$ cat src/verilog/dmamc_pkg.sv
// Constants for the dual-controller mask and mode register block
package dmamc_pkg;

  localparam int unsigned DMAMC_NUM_CTL = 2;
  localparam int unsigned DMAMC_CH_PER_CTL = 4;
  localparam int unsigned DMAMC_NUM_CH = 8;

  // I/O port addresses, first controller
  localparam logic [15:0] DMAMC_CTL1_SINGLE_MASK = 16'h000a;
  localparam logic [15:0] DMAMC_CTL1_CHANNEL_MODE = 16'h000b;
  localparam logic [15:0] DMAMC_CTL1_CLEAR_BYTE_POINTER = 16'h000c;
  localparam logic [15:0] DMAMC_CTL1_MASTER_CLEAR = 16'h000d;
  localparam logic [15:0] DMAMC_CTL1_CLEAR_ALL_MASKS = 16'h000e;
  localparam logic [15:0] DMAMC_CTL1_WRITE_ALL_MASKS = 16'h000f;
  localparam logic [15:0] DMAMC_CTL1_ADDR_CNT_FIRST = 16'h0000;
  localparam logic [15:0] DMAMC_CTL1_ADDR_CNT_LAST = 16'h0007;

  // I/O port addresses, second controller (even ports only)
  localparam logic [15:0] DMAMC_CTL2_SINGLE_MASK = 16'h00d4;
  localparam logic [15:0] DMAMC_CTL2_CHANNEL_MODE = 16'h00d6;
  localparam logic [15:0] DMAMC_CTL2_CLEAR_BYTE_POINTER = 16'h00d8;
  localparam logic [15:0] DMAMC_CTL2_MASTER_CLEAR = 16'h00da;
  localparam logic [15:0] DMAMC_CTL2_CLEAR_ALL_MASKS = 16'h00dc;
  localparam logic [15:0] DMAMC_CTL2_WRITE_ALL_MASKS = 16'h00de;
  localparam logic [15:0] DMAMC_CTL2_ADDR_CNT_FIRST = 16'h00c0;
  localparam logic [15:0] DMAMC_CTL2_ADDR_CNT_LAST = 16'h00ce;

  localparam logic [15:0] DMAMC_MODE_SHADOW_COPY = 16'hb872;

  // Field positions
  localparam int unsigned DMAMC_SMASK_SET_BIT = 2;
  localparam int unsigned DMAMC_MODE_TMODE_LSB = 6;
  localparam int unsigned DMAMC_MODE_STEP_DOWN_BIT = 5;
  localparam int unsigned DMAMC_MODE_AUTO_BIT = 4;
  localparam int unsigned DMAMC_MODE_TTYPE_LSB = 2;

  // Values after reset
  localparam logic [3:0] DMAMC_MASK_RESET = 4'hf;
  localparam logic [7:0] DMAMC_MODE_RESET = 8'h00;
  localparam logic [7:0] DMAMC_SHADOW_RESET = 8'h00;
  localparam logic [15:0] DMAMC_RDATA_RESET = 16'h0000;

  typedef enum logic [1:0] {
    DMAMC_XFER_DEMAND = 2'b00,
    DMAMC_XFER_SINGLE = 2'b01,
    DMAMC_XFER_BLOCK = 2'b10,
    DMAMC_XFER_CASCADE = 2'b11
  } dmamc_xfer_mode_t;

  typedef enum logic [1:0] {
    DMAMC_TYPE_VERIFY = 2'b00,
    DMAMC_TYPE_WRITE = 2'b01,
    DMAMC_TYPE_READ = 2'b10,
    DMAMC_TYPE_UNUSED = 2'b11
  } dmamc_xfer_type_t;

endpackage : dmamc_pkg

$ cat src/verilog/dmamc_port_decode.sv
// Port address decoder for both controllers and the mode shadow
`timescale 1ns/100ps
module dmamc_port_decode (
  input wire logic [15:0] io_addr,
  input wire logic io_wr,
  input wire logic io_rd,
  output logic [1:0] single_mask_wr,
  output logic [1:0] mode_wr,
  output logic [1:0] clear_ptr_wr,
  output logic [1:0] master_clear_wr,
  output logic [1:0] clear_masks_wr,
  output logic [1:0] all_masks_wr,
  output logic [1:0] addr_cnt_access,
  output logic shadow_rd
);

  function automatic logic hit(input logic [15:0] a, input logic [15:0] port);
    hit = (a == port);
  endfunction : hit

  function automatic logic in_range(input logic [15:0] a, input logic [15:0] lo,
                                    input logic [15:0] hi);
    in_range = (a >= lo) && (a <= hi);
  endfunction : in_range

  always_comb begin
    single_mask_wr[0] = io_wr && hit(io_addr, dmamc_pkg::DMAMC_CTL1_SINGLE_MASK);
    single_mask_wr[1] = io_wr && hit(io_addr, dmamc_pkg::DMAMC_CTL2_SINGLE_MASK);
    mode_wr[0] = io_wr && hit(io_addr, dmamc_pkg::DMAMC_CTL1_CHANNEL_MODE);
    mode_wr[1] = io_wr && hit(io_addr, dmamc_pkg::DMAMC_CTL2_CHANNEL_MODE);
    clear_ptr_wr[0] = io_wr && hit(io_addr, dmamc_pkg::DMAMC_CTL1_CLEAR_BYTE_POINTER);
    clear_ptr_wr[1] = io_wr && hit(io_addr, dmamc_pkg::DMAMC_CTL2_CLEAR_BYTE_POINTER);
    master_clear_wr[0] = io_wr && hit(io_addr, dmamc_pkg::DMAMC_CTL1_MASTER_CLEAR);
    master_clear_wr[1] = io_wr && hit(io_addr, dmamc_pkg::DMAMC_CTL2_MASTER_CLEAR);
    clear_masks_wr[0] = io_wr && hit(io_addr, dmamc_pkg::DMAMC_CTL1_CLEAR_ALL_MASKS);
    clear_masks_wr[1] = io_wr && hit(io_addr, dmamc_pkg::DMAMC_CTL2_CLEAR_ALL_MASKS);
    all_masks_wr[0] = io_wr && hit(io_addr, dmamc_pkg::DMAMC_CTL1_WRITE_ALL_MASKS);
    all_masks_wr[1] = io_wr && hit(io_addr, dmamc_pkg::DMAMC_CTL2_WRITE_ALL_MASKS);
    // Any read or write of an address or count port
    addr_cnt_access[0] = (io_wr || io_rd) && in_range(io_addr,
      dmamc_pkg::DMAMC_CTL1_ADDR_CNT_FIRST, dmamc_pkg::DMAMC_CTL1_ADDR_CNT_LAST);
    // Second controller sits on even ports only
    addr_cnt_access[1] = (io_wr || io_rd) && !io_addr[0] && in_range(io_addr,
      dmamc_pkg::DMAMC_CTL2_ADDR_CNT_FIRST, dmamc_pkg::DMAMC_CTL2_ADDR_CNT_LAST);
    // Read strobe only; a write here decodes to nothing
    shadow_rd = io_rd && hit(io_addr, dmamc_pkg::DMAMC_MODE_SHADOW_COPY);
  end

endmodule : dmamc_port_decode

$ cat src/verilog/dmamc_top.sv
// Mask, mode, byte pointer and mode shadow logic for two DMA controllers
`timescale 1ns/100ps
module dmamc_top #(
  parameter int unsigned NUM_CH = 8
) (
  input wire logic clock,
  input wire logic rst_n,
  input wire logic [15:0] io_addr,
  input wire logic [7:0] io_wdata,
  input wire logic io_wr,
  input wire logic io_rd,
  output logic [15:0] io_rdata,
  input wire logic [7:0] dma_request,
  input wire logic [7:0] count_end_reached,
  output logic [7:0] service_request,
  output logic [7:0] channel_mask,
  output logic [15:0] transfer_mode_field,
  output logic [7:0] address_step_down,
  output logic [7:0] autoinit_enable,
  output logic [15:0] transfer_type_field,
  output logic [7:0] transfer_type_unused,
  output logic [1:0] byte_pointer_high,
  output logic [1:0] controller_clear
);

  // Channel count is fixed by the two-controller port map
  if (NUM_CH != dmamc_pkg::DMAMC_NUM_CH) begin : g_bad_ch
    $error("dmamc_top supports exactly eight channels");
  end

  typedef struct packed {
    logic [7:0] req_meta;
    logic [7:0] req_sync;
    logic [7:0] svc;
    logic [7:0] mask;
    logic [7:0][7:0] mode;
    logic [1:0] ptr;
    logic [1:0][7:0] shadow;
    logic [1:0] clr;
    logic [15:0] rdata;
  } dmamc_state_t;

  dmamc_state_t q;
  dmamc_state_t d;

  logic [1:0] single_mask_wr;
  logic [1:0] mode_wr;
  logic [1:0] clear_ptr_wr;
  logic [1:0] master_clear_wr;
  logic [1:0] clear_masks_wr;
  logic [1:0] all_masks_wr;
  logic [1:0] addr_cnt_access;
  logic shadow_rd;

  dmamc_port_decode u_decode (
    .io_addr(io_addr),
    .io_wr(io_wr),
    .io_rd(io_rd),
    .single_mask_wr(single_mask_wr),
    .mode_wr(mode_wr),
    .clear_ptr_wr(clear_ptr_wr),
    .master_clear_wr(master_clear_wr),
    .clear_masks_wr(clear_masks_wr),
    .all_masks_wr(all_masks_wr),
    .addr_cnt_access(addr_cnt_access),
    .shadow_rd(shadow_rd)
  );

  localparam dmamc_state_t STATE_RESET = '{
    req_meta: 8'h00,
    req_sync: 8'h00,
    svc: 8'h00,
    mask: {dmamc_pkg::DMAMC_MASK_RESET, dmamc_pkg::DMAMC_MASK_RESET},
    mode: {8{dmamc_pkg::DMAMC_MODE_RESET}},
    ptr: 2'b00,
    shadow: {2{dmamc_pkg::DMAMC_SHADOW_RESET}},
    clr: 2'b00,
    rdata: dmamc_pkg::DMAMC_RDATA_RESET
  };

  always_comb begin
    d = q;
    // Request pins are asynchronous; two stages before use
    d.req_meta = dma_request;
    d.req_sync = q.req_meta;
    d.clr = 2'b00;
    for (int c = 0; c < 2; c++) begin
      // Only bits 2:0 looked at; 7:3 have no effect
      if (single_mask_wr[c]) begin
        // One bit moves, the others hold
        d.mask[c * 4 + int'(io_wdata[1:0])] = io_wdata[dmamc_pkg::DMAMC_SMASK_SET_BIT];
      end
      if (clear_masks_wr[c]) begin
        d.mask[c * 4 +: 4] = 4'h0;
      end
      if (all_masks_wr[c]) begin
        d.mask[c * 4 +: 4] = io_wdata[3:0];
      end
      if (mode_wr[c]) begin
        // Whole byte kept per channel; fields are sliced at the outputs
        d.mode[c * 4 + int'(io_wdata[1:0])] = io_wdata;
        d.shadow[c] = io_wdata;
      end
      // Independent pointer per controller
      if (clear_ptr_wr[c] || master_clear_wr[c]) begin
        d.ptr[c] = 1'b0;
      end else if (addr_cnt_access[c]) begin
        d.ptr[c] = ~q.ptr[c];
      end
      if (master_clear_wr[c]) begin
        d.mask[c * 4 +: 4] = dmamc_pkg::DMAMC_MASK_RESET;
        d.clr[c] = 1'b1;
      end
    end
    // Applied last so a count end beats a same-cycle mask clear
    for (int ch = 0; ch < 8; ch++) begin
      if (count_end_reached[ch] && !q.mode[ch][dmamc_pkg::DMAMC_MODE_AUTO_BIT]) begin
        d.mask[ch] = 1'b1;
      end
    end
    d.svc = q.req_sync & ~q.mask;
    if (shadow_rd) begin
      d.rdata = {q.shadow[0], q.shadow[1]};
    end else if (io_rd) begin
      d.rdata = dmamc_pkg::DMAMC_RDATA_RESET;
    end
  end

  always_ff @(posedge clock or negedge rst_n) begin
    if (!rst_n) begin
      q <= STATE_RESET;
    end else begin
      q <= d;
    end
  end

  for (genvar ch = 0; ch < 8; ch++) begin : g_ch
    assign transfer_mode_field[ch * 2 +: 2] =
      q.mode[ch][dmamc_pkg::DMAMC_MODE_TMODE_LSB +: 2];
    assign address_step_down[ch] = q.mode[ch][dmamc_pkg::DMAMC_MODE_STEP_DOWN_BIT];
    assign autoinit_enable[ch] = q.mode[ch][dmamc_pkg::DMAMC_MODE_AUTO_BIT];
    assign transfer_type_field[ch * 2 +: 2] =
      q.mode[ch][dmamc_pkg::DMAMC_MODE_TTYPE_LSB +: 2];
    // Flags the unused code instead of guessing a transfer type
    assign transfer_type_unused[ch] = (q.mode[ch][dmamc_pkg::DMAMC_MODE_TTYPE_LSB +: 2]
      == dmamc_pkg::DMAMC_TYPE_UNUSED);
  end

  assign service_request = q.svc;
  assign channel_mask = q.mask;
  assign byte_pointer_high = q.ptr;
  assign controller_clear = q.clr;
  assign io_rdata = q.rdata;

endmodule : dmamc_top

$ cat config.mk
export PLATFORM = sky130hd
export DESIGN_NAME = dmamc_top
export DESIGN_NICKNAME = d
export VERILOG_FILES = /design/src/verilog/dmamc_pkg.sv /design/src/verilog/dmamc_port_decode.sv /design/src/verilog/dmamc_top.sv
export SDC_FILE = /design/constraint.sdc
export NUM_CORES = 1
export LEC_CHECK = 0
export ABC_AREA = 1
export BUFFER_PORTS_ARGS = -buffer_cell sky130_fd_sc_hd__buf_2
export CAP_MARGIN = 5
export CORE_MARGIN = 3
export CORE_UTILIZATION = 50
export DETAILED_ROUTE_END_ITERATION = 8
export GPL_TIMING_DRIVEN = 0
export PLACE_DENSITY_LB_ADDON = 0.1
export SLEW_MARGIN = 15
export SYNTH_ARGS = -nofsm -noshare
export SYNTH_HDL_FRONTEND = slang
export SYNTH_SLANG_ARGS = --single-unit
$ cat constraint.sdc
create_clock -name clock -period 1.3 [get_ports clock]
set_clock_uncertainty 0.05 [all_clocks]
set_input_delay 0.065 -clock clock [delete_from_list [all_inputs] [get_ports clock]]
set_output_delay 0.065 -clock clock [all_outputs]
set_load 0.02 [all_outputs]
==> metrics, run 1 <==
final instance area roughly 7500 sq um; global-route usage over all layers between 20% and 30%; GRT overflow 0; Worst-Skew Late Latency 0.41 ns; Synth Warn # 0; Port Buffers around 140; reg-to-reg endpoint channel_mask[3]$_DFF_PN1_; layout cell share with drive strength beyond 1 36.7%; LEAKAGE 4.32 nW; Starting Density 51.4%; MaxCap Viol Count 0; pwr/cell area 1140 nW/um^2; violated checks negative hold slack; status finished with violations; Setup-failing EPs final 0; synthesis-to-layout area growth 34.1%; htree depth 4; average size of a mapped cell 8.61 sq um; R2R cell count 7; hold depth 4; Die Area ~13000 sq um; Top Family by Delay on Critical Path flip-flops; Placed Instances about 930; maximum buffer depth of the clock tree 2; Vias between 4000 and 5000; Mapped Area 5620 sq um; WS Path Type register to primary output; count of boundary I/O pins ~140; Max Clk Rate between 700 and 800 MHz; relative slew slack 60.6%; Worst VDD drop roughly 0.75 mV; worst flop-to-flop path startpoint channel_mask[3]$_DFF_PN1_; register area share after synthesis slightly above 50%; Cell variety after synth 27; Max Transition Viols Final 0; startpoint types register; TritonCTS clock tree done; # DRC 0; Crit path required time 1.19 ns; share of synthesized registers carrying an async set or reset 100%; gp weighted congestion between 0.8 and 0.9; final hold violations 1; hold buffer count at cts 34; fin nets about 900; routed vias/inst around 5; Hold Path End io_rdata[7]$_DFFE_PN0P_; clock slew at reported path FFs ~0.060 ns; Initial DRC Count ~350; hold slack -0.0760 ns; Most used DFF post-synth dfrtp_1; Hold Crit Class input pin to register; Post-Synthesis Cells 653; CORE AREA around 11000 sq um; critical path, cell by cell buf_6 > buf_6; TNS Setup 0 ns; Post-synth EDFFs 0; dpl cell area roughly 6500 sq um; DPL Wire Length 10100 um; crit share post-route roughly 98%; Pre-antenna DRT Iters 6; Worst setup EP type primary output; most used cell, CP buf_6; Rows 38; Place WS -0.318 ns; CTS Buf Count 17; largest net degree at the start of global routing 68; CP max-delay cell dfstp_2; Worst path depth 2; max incr delay on CP 0.55 ns; vias in the first global route ~4900; Final min period ~1.3 ns; count of buffer and inverter cells on the critical path 2; RSZ-0062 raised after global routing yes; Finished Layout Cells 998; post-synthesis net count 697; flop-to-flop setup slack approximately 0.05 ns; initial antenna violation count 0; final wirelength around 15000 um; #FFs+latches synth 116; Setup WS post-layout approximately 0.028 ns; Num Clock Sinks 116; Root Driver clkbuf_16; wire per inst around 15 um; die span in x ~110 um; post-route ant nets 0; Crit path arrival time 1.16 ns; Max Fanout on Critical Path 2; die height between 100 and 150 um; Slew @ Worst Pin ~0.6 ns; Antenna diodes 0; hold_sp io_addr[14]; first-pass GRT wire length about 24000 um
[through the flow]
stage / power, mW / hold WS, ns / util [%]
detailed placement: 4.08 / -0.0187 / 59.5
global placement: 4.06 / 0.122 / 59.2
global route: 8.94 / -0.0263 / 69.0
finish: 8.63 / -0.0760 / 69.0
CTS: 8.67 / 0.00540 / 68.7
floorplan: 3.85 / -0.281 / -
[registers in the layout, indices dropped and copies added (netlist names), 16 cells and up]
register             count
q                       24
transfer_type_field     16
transfer_mode_field     16
io_rdata                16
[how the worst max path moves through the flow]
stage,start,to,slack [ns]
floorplan,io_addr[8],transfer_type_field[1]$_DFFE_PN0P_,0.08
global placement,rst_n,transfer_mode_field[4]$_DFFE_PN0P_,-1.21
detailed placement,io_addr[8],transfer_type_field[1]$_DFFE_PN0P_,-0.32
CTS,channel_mask[2]$_DFF_PN1_,channel_mask[2],0.001
global route,channel_mask[1]$_DFF_PN1_,channel_mask[1]$_DFF_PN1_,-0.03
finish,channel_mask[0]$_DFF_PN1_,channel_mask[0],0.03
[timing repair]
item                                    4_1_cts  5_1_grt
gates resized for setup                      10       22
endpoints found under the setup margin        8       29
gates cloned                                  0        0
setup buffers                                 8        1
pin swaps                                     0        6
endpoints found under the hold margin       105        1
[layout by cell type, fill, tap and decap left out, drive strengths merged]
master and instances:
buf 238, o21ai 50, clkinv 6, nor3b 1, xor2 1, dfrtp 108
nand2 215, nor3 3, nand3b 2, bufinv 2, nor2 54, nand3 43
inv 49, dfstp 8, nor4 2, clkinvlp 4, nand4 17, dlygate4sd3 29
dlymetal6s4s 4, clkbuf 22
[report_power, final]
part	internal [mW]	total (mW)	switching (mW)	leakage, nW
Sequential	3.64	3.65	0.00757	1.55
Clock	2.87	4.53	1.66	0.272
Combinational	0.160	0.454	0.294	2.50
Total	6.67	8.63	1.96	4.32
[worst reg2reg max path, stage by stage, from the launching register on]
cell     delay, ns
dfstp_2       0.55
buf_4         0.13
nand2_1       0.05
nand2_1       0.06
nand4_1       0.13
nand2_1       0.11
nand2_1       0.05
nand2_1       0.06
[cell usage after synthesis, types with 3 or more instances]
cell type / instances / share of area [%]
buf_2: 5 / 0.44
buf_4: 86 / 11
buf_6: 6 / 1.2
clkbuf_1: 3 / 0.20
dfrtp_1: 108 / 48
dfstp_2: 8 / 3.7
inv_1: 47 / 3.1
nand2_1: 212 / 14
nand2_2: 3 / 0.33
nand3_1: 41 / 3.6
nand4_1: 15 / 1.7
nor2_1: 45 / 3.0
nor2_2: 4 / 0.44
nor2_4: 5 / 1.0
nor3_1: 3 / 0.27
o21ai_0: 3 / 0.27
o21ai_1: 35 / 3.1
o21ai_2: 12 / 1.9
[cell families (layout without fill, tap and decap cells)]
kind of cell,after synthesis,in the layout,share of synthesized area [%]
AND/OR/NAND/NOR,337,337,26.2
buffers and inverters,149,354,16.6
flip-flops,116,116,51.8
AO/OA/AOI/OAI,50,50,5.25
XOR/XNOR,1,1,0.156
[metal layers]
metal,part of all wire [%],global-route usage (%),vias to the layer above
met5,0,0,-
met4,2.5,8.41,0
met3,9.0,7.22,42
met2,47,38.8,226
met1,42,31.6,2298
li1,-,-,2367
[layout make-up]
type                    count  area, sq um
plain buffers              95          719
inverters                  49          185
flip-flops and latches    116         2910
well taps                 140          175
fillers                   907         3390
clock inverters            12          131
repair buffers            178         1170
multi-input cells         388         1800
clock buffers              20          447
No activity file was read; power rests on OpenSTA's default activity.
==> run 2, diff against run 1 <==
RECOVER_POWER = 100   (was default)
==> run 2 against run 1 <==
  * Setup slack got worse by 0.0033 ns
  * Sequential share of layout area about the same
  * Utilization about the same
  * Sequential power about the same
  * The run still ends with negative hold slack left
  * Count of clock-buffer cells in the layout unchanged
==> metrics, run 2 (synthesis results as in run 1) <==
status finished with violations (unchanged); violated checks negative hold slack (unchanged); met3 WL 1240 um (was 1330 um); max incr delay on CP 0.53 ns (was 0.55 ns); Setup-failing EPs final 0 (unchanged); global-route usage over all layers 24.2% (unchanged); pwr/cell area 1150 nW/um^2 (was 1140 nW/um^2); post-route ant nets 0 (unchanged); routed vias/inst 4.95 (was 4.94); hold buffer count at cts 34 (unchanged); DPL Wire Length 10100 um (unchanged); MaxCap Viol Count 0 (unchanged); Max Transition Viols Final 0 (unchanged); Port Buffers 135 (unchanged); WS Path Type register to primary output (unchanged); Antenna diodes 0 (unchanged); Pre-antenna DRT Iters 5 (was 6); Initial DRC Count 332 (was 345); max layer used met4 (unchanged); die span in x 112 um (unchanged); vias in the first global route 4901 (unchanged); RSZ-0062 raised after global routing yes (unchanged); Hold Crit Class input pin to register (unchanged); final hold violations 1 (unchanged); max reg flops 24 (unchanged); synthesis-to-layout area growth 34.0% (was 34.1%); layout cell share with drive strength beyond 1 36.5% (was 36.7%); count of boundary I/O pins 136 (unchanged); htree depth 4 (unchanged); fin util 68.9% (was 69.0%); final wirelength 14800 um (about the same); TritonCTS clock tree done (unchanged); Top Family by Delay on Critical Path flip-flops (unchanged); startpoint types register (unchanged); # DRC 0 (unchanged); clock slew at reported path FFs 0.06 ns (about the same); DR WL met2 6960 um (was 6920 um); first-pass GRT wire length 24000 um (unchanged); hold slack -0.0768 ns (was -0.0760 ns); Crit path required time 1.19 ns (about the same); GRT overflow 0 (unchanged); Rows 38 (unchanged); crit share post-route 98.1% (was 97.9%); Num Clock Sinks 116 (unchanged); Starting Density 51.4% (unchanged); initial antenna violation count 0 (unchanged); LEAKAGE 4.31 nW (was 4.32 nW); most frequent cells in the layout nand2_1, buf_2, dfrtp_1 (unchanged); die height 112 um (unchanged); Slew @ Worst Pin 0.715 ns (was 0.590 ns); Worst VDD drop 0.750 mV (was 0.749 mV); relative slew slack 52.3% (was 60.6%); Top reg by flops q (unchanged); Root Driver clkbuf_16 (unchanged); count of buffer and inverter cells on the critical path 2 (unchanged); critical path, cell by cell buf_4 > buf_6 (was buf_6 > buf_6); wire per inst 14.8 um (about the same); Die Area 12600 sq um (unchanged); Final min period 1.28 ns (was 1.27 ns); Pwr Total 8.63 mW (about the same); Vias 4942 (was 4933); Crit path arrival time 1.16 ns (about the same); commonest non-fill, non-tap cell in the layout nand2_1 (unchanged); Worst-Skew Late Latency 0.41 ns (about the same); Max Clk Rate 784 MHz (was 786 MHz); fin nets 889 (unchanged); CP max-delay cell dfstp_1 (was dfstp_2); CORE AREA 10900 sq um (unchanged); Worst setup EP type primary output (unchanged); final-layout fill cell count 910 (was 907); DRT met1 WL 6290 um (was 6190 um); CTS Buf Count 17 (unchanged); gp weighted congestion 0.884 (unchanged); flop-to-flop setup slack 0.06 ns (was 0.05 ns); largest net degree at the start of global routing 68 (unchanged); Max Fanout on Critical Path 2 (unchanged); maximum buffer depth of the clock tree 2 (unchanged)
==> run 2: cell types whose count changed in the layout (fill, tap and decap cells not counted) <==
| cell | previous run | this run |
|---|---|---|
| buf_6 | 16 | 15 |
| buf_2 | 131 | 130 |
| dfstp_1 | 0 | 1 |
| clkbuf_4 | 0 | 1 |
| dfstp_2 | 8 | 7 |
| clkbuf_1 | 4 | 5 |
==> run 2: path summary, 6_finish.rpt <==
check | endpoint | startpoint | cells past startpoint
setup / recovery | channel_mask[6] | channel_mask[6]$_DFF_PN1_ | 2
hold / removal | io_rdata[7]$_DFFE_PN0P_ | io_addr[14] | 4
setup reg to reg | channel_mask[3]$_DFF_PN1_ | channel_mask[3]$_DFF_PN1_ | 7
max in group asynchronous | channel_mask[4]$_DFF_PN1_ | rst_n | 3
hold reg to reg | q[116]$_DFF_PN0_ | d[116]$_DFF_PN0_ | 0
min in group asynchronous | service_request[7]$_DFF_PN0_ | rst_n | 2
==> run 2: area by class of cell <==
cell class                 count  area [sq um]  share of cell area [%]
tap                          140           175                    2.32
multi-input combinational    388          1800                    23.9
timing repair buffer         178          1160                    15.4
clock buffer                  20           447                    5.93
clock inverter                12           131                    1.74
sequential                   116          2910                    38.6
buffer                        95           719                    9.55
inverter                      49           185                    2.46
==> run 2: tightest hold or removal path, stage by stage <==
cell and delay, ns:
buf_2 0.12, nor3b_4 0.06, nand3_1 0.06, nand2_1 0.04
==> run 2: layer usage <==
layer | vias up | global-route usage [%]
met5 | - | 0
met1 | 2325 | 31.6
met4 | 0 | 8.41
met2 | 218 | 38.8
li1 | 2368 | -
met3 | 31 | 7.22
==> run 2: repair_timing <==
item / 4_1_cts / 5_1_grt
pin swaps: 0 / 6
endpoints found under the setup margin: 8 / 29
gates resized for setup: 10 / 22
endpoints found under the hold margin: 105 / 1
buffers inserted: 8 / 1
==> run 2: metrics by stage <==
| step | TNS [ns] | hold WS, ns | instance area (sq um) | setup WS (ns) | cells |
|---|---|---|---|---|---|
| after global placement | -145.65 | 0.122 | 6470 | -1.21 | 928 |
| after CTS | 0 | 0.00540 | 7510 | 0.00137 | 1003 |
| after detailed placement | -14.37 | -0.0187 | 6510 | -0.318 | 929 |
| after floorplan | 0 | -0.281 | 5620 | 0.0772 | 653 |
| final | 0 | -0.0768 | 7540 | 0.0244 | 998 |
| after global routing | -0.0842 | -0.0263 | 7540 | -0.0320 | 998 |
==> run 2: where the power goes <==
group          switching, mW  internal [mW]  total, mW
Sequential           0.00753           3.64       3.65
Clock                   1.67           2.87       4.53
Combinational          0.293          0.159      0.451
Total                   1.97           6.67       8.63
==> run 3, diff against run 2 <==
CELL_PAD_IN_SITES_DETAIL_PLACEMENT = 0   (was default)
CELL_PAD_IN_SITES_GLOBAL_PLACEMENT = 2   (was default)
CORE_UTILIZATION = 31   (was 50)
SKIP_LAST_GASP = 1   (was default)
==> run 3 against run 2 <==
  * The flow now finishes without violations
  * Cell count rose by 8.7%
  * Non-clock buffer count increased by 2
  * Hold slack gained 0.11 ns
  * Combinational power up 0.9%
  * Count of clock-buffer cells in the layout up 1
  * Sequential power barely moved
  * Via count is 5.2% lower
  * Critical path type is now input pin to register
  * Largest cell class unchanged
==> metrics, run 3 (synthesis results as in run 1) <==
status complete, no violations (was finished with violations); largest net degree at the start of global routing 60 (was 68); vias in the first global route 4689 (was 4901); RSZ-0062 raised after global routing yes (unchanged); hold depth 4 (unchanged); count of boundary I/O pins 136 (unchanged); layout cell share with drive strength beyond 1 34.3% (was 36.5%); die height 141 um (was 112 um); WS Path Type input pin to register (was register to primary output); CTS Buf Count 17 (unchanged); final-layout fill cell count 1841 (was 910); DPL Wire Length 11500 um (was 10100 um); Root Driver clkbuf_16 (unchanged); flop-to-flop setup slack 0.07 ns (was 0.06 ns); post-route ant nets 0 (unchanged); Initial DRC Count 207 (was 332); TritonCTS clock tree done (unchanged); Vias 4686 (was 4942); Worst VDD drop 0.884 mV (was 0.750 mV); sequential cell area 2910 sq um (unchanged); # DRC 0 (unchanged); pwr/cell area 1170 nW/um^2 (was 1150 nW/um^2); Top reg by flops q (unchanged); relative slew slack 45.2% (was 52.3%); Max Clk Rate 782 MHz (was 784 MHz); MaxCap Viol Count 0 (unchanged); startpoint types input pin (was register); die span in x 141 um (was 112 um); most frequent cells in the layout nand2_1, dfrtp_1, buf_4 (was nand2_1, buf_2, dfrtp_1); first-pass GRT wire length 25900 um (was 24000 um); final wirelength 15700 um (was 14800 um); Crit path arrival time 1.58 ns (was 1.16 ns); fin nets 891 (was 889); Worst-Skew Late Latency 0.42 ns (was 0.41 ns); hold slack 0.0321 ns (was -0.0768 ns); Final min period 1.28 ns (about the same); Die Area 19800 sq um (was 12600 sq um); Setup-failing EPs final 0 (unchanged); crit share post-route 98.3% (was 98.1%); hold_sp io_addr[5] (was io_addr[14]); max reg flops 24 (unchanged); Worst setup EP type register (was primary output); Starting Density 32.1% (was 51.4%); clock slew at reported path FFs 0.06 ns (about the same); Max Transition Viols Final 0 (unchanged); Port Buffers 135 (unchanged); Placed Instances 1014 (was 929); gp weighted congestion 0.815 (was 0.884); fin util 43.3% (was 68.9%); commonest non-fill, non-tap cell in the layout nand2_1 (unchanged); Finished Layout Cells 1085 (was 998); synthesis-to-layout area growth 34.9% (was 34.0%); maximum buffer depth of the clock tree 2 (unchanged); Crit path required time 1.60 ns (was 1.19 ns); GRT overflow 0 (unchanged); wire per inst 14.5 um (was 14.8 um); Hold Crit Class input pin to register (unchanged); Pwr Total 8.89 mW (was 8.63 mW); R2R cell count 3 (was 7); Num Clock Sinks 116 (unchanged); Rows 48 (was 38); Slew @ Worst Pin 0.822 ns (was 0.715 ns); final hold violations 0 (was 1); LEAKAGE 4.16 nW (was 4.31 nW); Antenna diodes 0 (unchanged); worst flop-to-flop path startpoint q[20]$_DFFE_PN0N_ (was channel_mask[3]$_DFF_PN1_); routed vias/inst 4.32 (was 4.95); htree depth 4 (unchanged); reg-to-reg endpoint io_rdata[10]$_DFFE_PN0P_ (was channel_mask[3]$_DFF_PN1_); worst setup path start io_rd (was channel_mask[6]$_DFF_PN1_); Max Fanout on Critical Path 7 (was 2); global-route usage over all layers 16.7% (was 24.2%); CORE AREA 17500 sq um (was 10900 sq um); initial antenna violation count 0 (unchanged); Multi-input gate area 1760 sq um (was 1800 sq um); Pre-antenna DRT Iters 5 (unchanged); Hold Path End controller_clear[1]$_DFF_PN0_ (was io_rdata[7]$_DFFE_PN0P_)
[run 3: cell count changes in the layout (fill, tap and decap cells not counted), sizes merged]
cell           delta
clkdlybuf4s25     +1
buf              -92
dlygate4sd3       +4
clkinvlp          -1
inv               -1
clkbuf           +94
dlymetal6s4s      -4
bufinv            +1
[run 3: stage by stage]
stage / area [sq um] / TNS [ns] / setup slack, ns
2_1_floorplan: 5620 / 0 / 0.0772
3_3_place_gp: 6580 / -165.36 / -1.34
3_5_place_dp: 6610 / -17.52 / -0.455
4_1_cts: 7640 / -0.0135 / -0.0135
5_1_grt: 7590 / -2.38 / -0.0778
6_report: 7590 / 0 / 0.0216
[run 3: critical path, stage by stage]
cell           delay [ns]
buf_2                0.11
dlygate4sd3_1        0.55
inv_1                0.17
nand2_1              0.08
nand2_1              0.07
dlygate4sd3_1        0.54
[run 3: worst max path at each step]
stage,to,cells after the start
after global placement,io_rdata[14]$_DFFE_PN0P_,1
after global routing,channel_mask[0]$_DFF_PN1_,10
final,io_rdata[10]$_DFFE_PN0P_,6
after CTS,channel_mask[4],2
after detailed placement,transfer_type_field[5]$_DFFE_PN0P_,8
after floorplan,transfer_type_field[1]$_DFFE_PN0P_,10
[run 3: area by class of cell]
cell class | instances | area share (%)
tap | 225 | 3.71
clock buffer | 21 | 5.94
clock inverter | 11 | 2.00
buffer | 94 | 9.17
inverter | 49 | 2.54
timing repair buffer | 181 | 15.0
multi-input combinational | 388 | 23.2
sequential | 116 | 38.4
[run 3: what timing repair did]
action	CTS	global route
buffers inserted	8	3
gates resized for setup	15	14
endpoints found under the setup margin	12	36
pin swaps	0	4
cloned	0	0
hold buffers	34	0
endpoints found under the hold margin	101	0
[run 3: per-layer routing]
layer | wire length, um | vias up | track usage (%)
met3 | 960 | 12 | 4.65
met1 | 7370 | 2167 | 23.0
met5 | 0 | - | 0
met4 | 191 | 0 | 5.05
li1 | - | 2380 | -
met2 | 7220 | 127 | 25.7
[run 3: power breakdown]
group / total (mW) / switching (mW) / internal, mW
combinational: 0.455 / 0.291 / 0.164
clock: 4.79 / 1.71 / 3.08
sequential: 3.65 / 0.00667 / 3.64
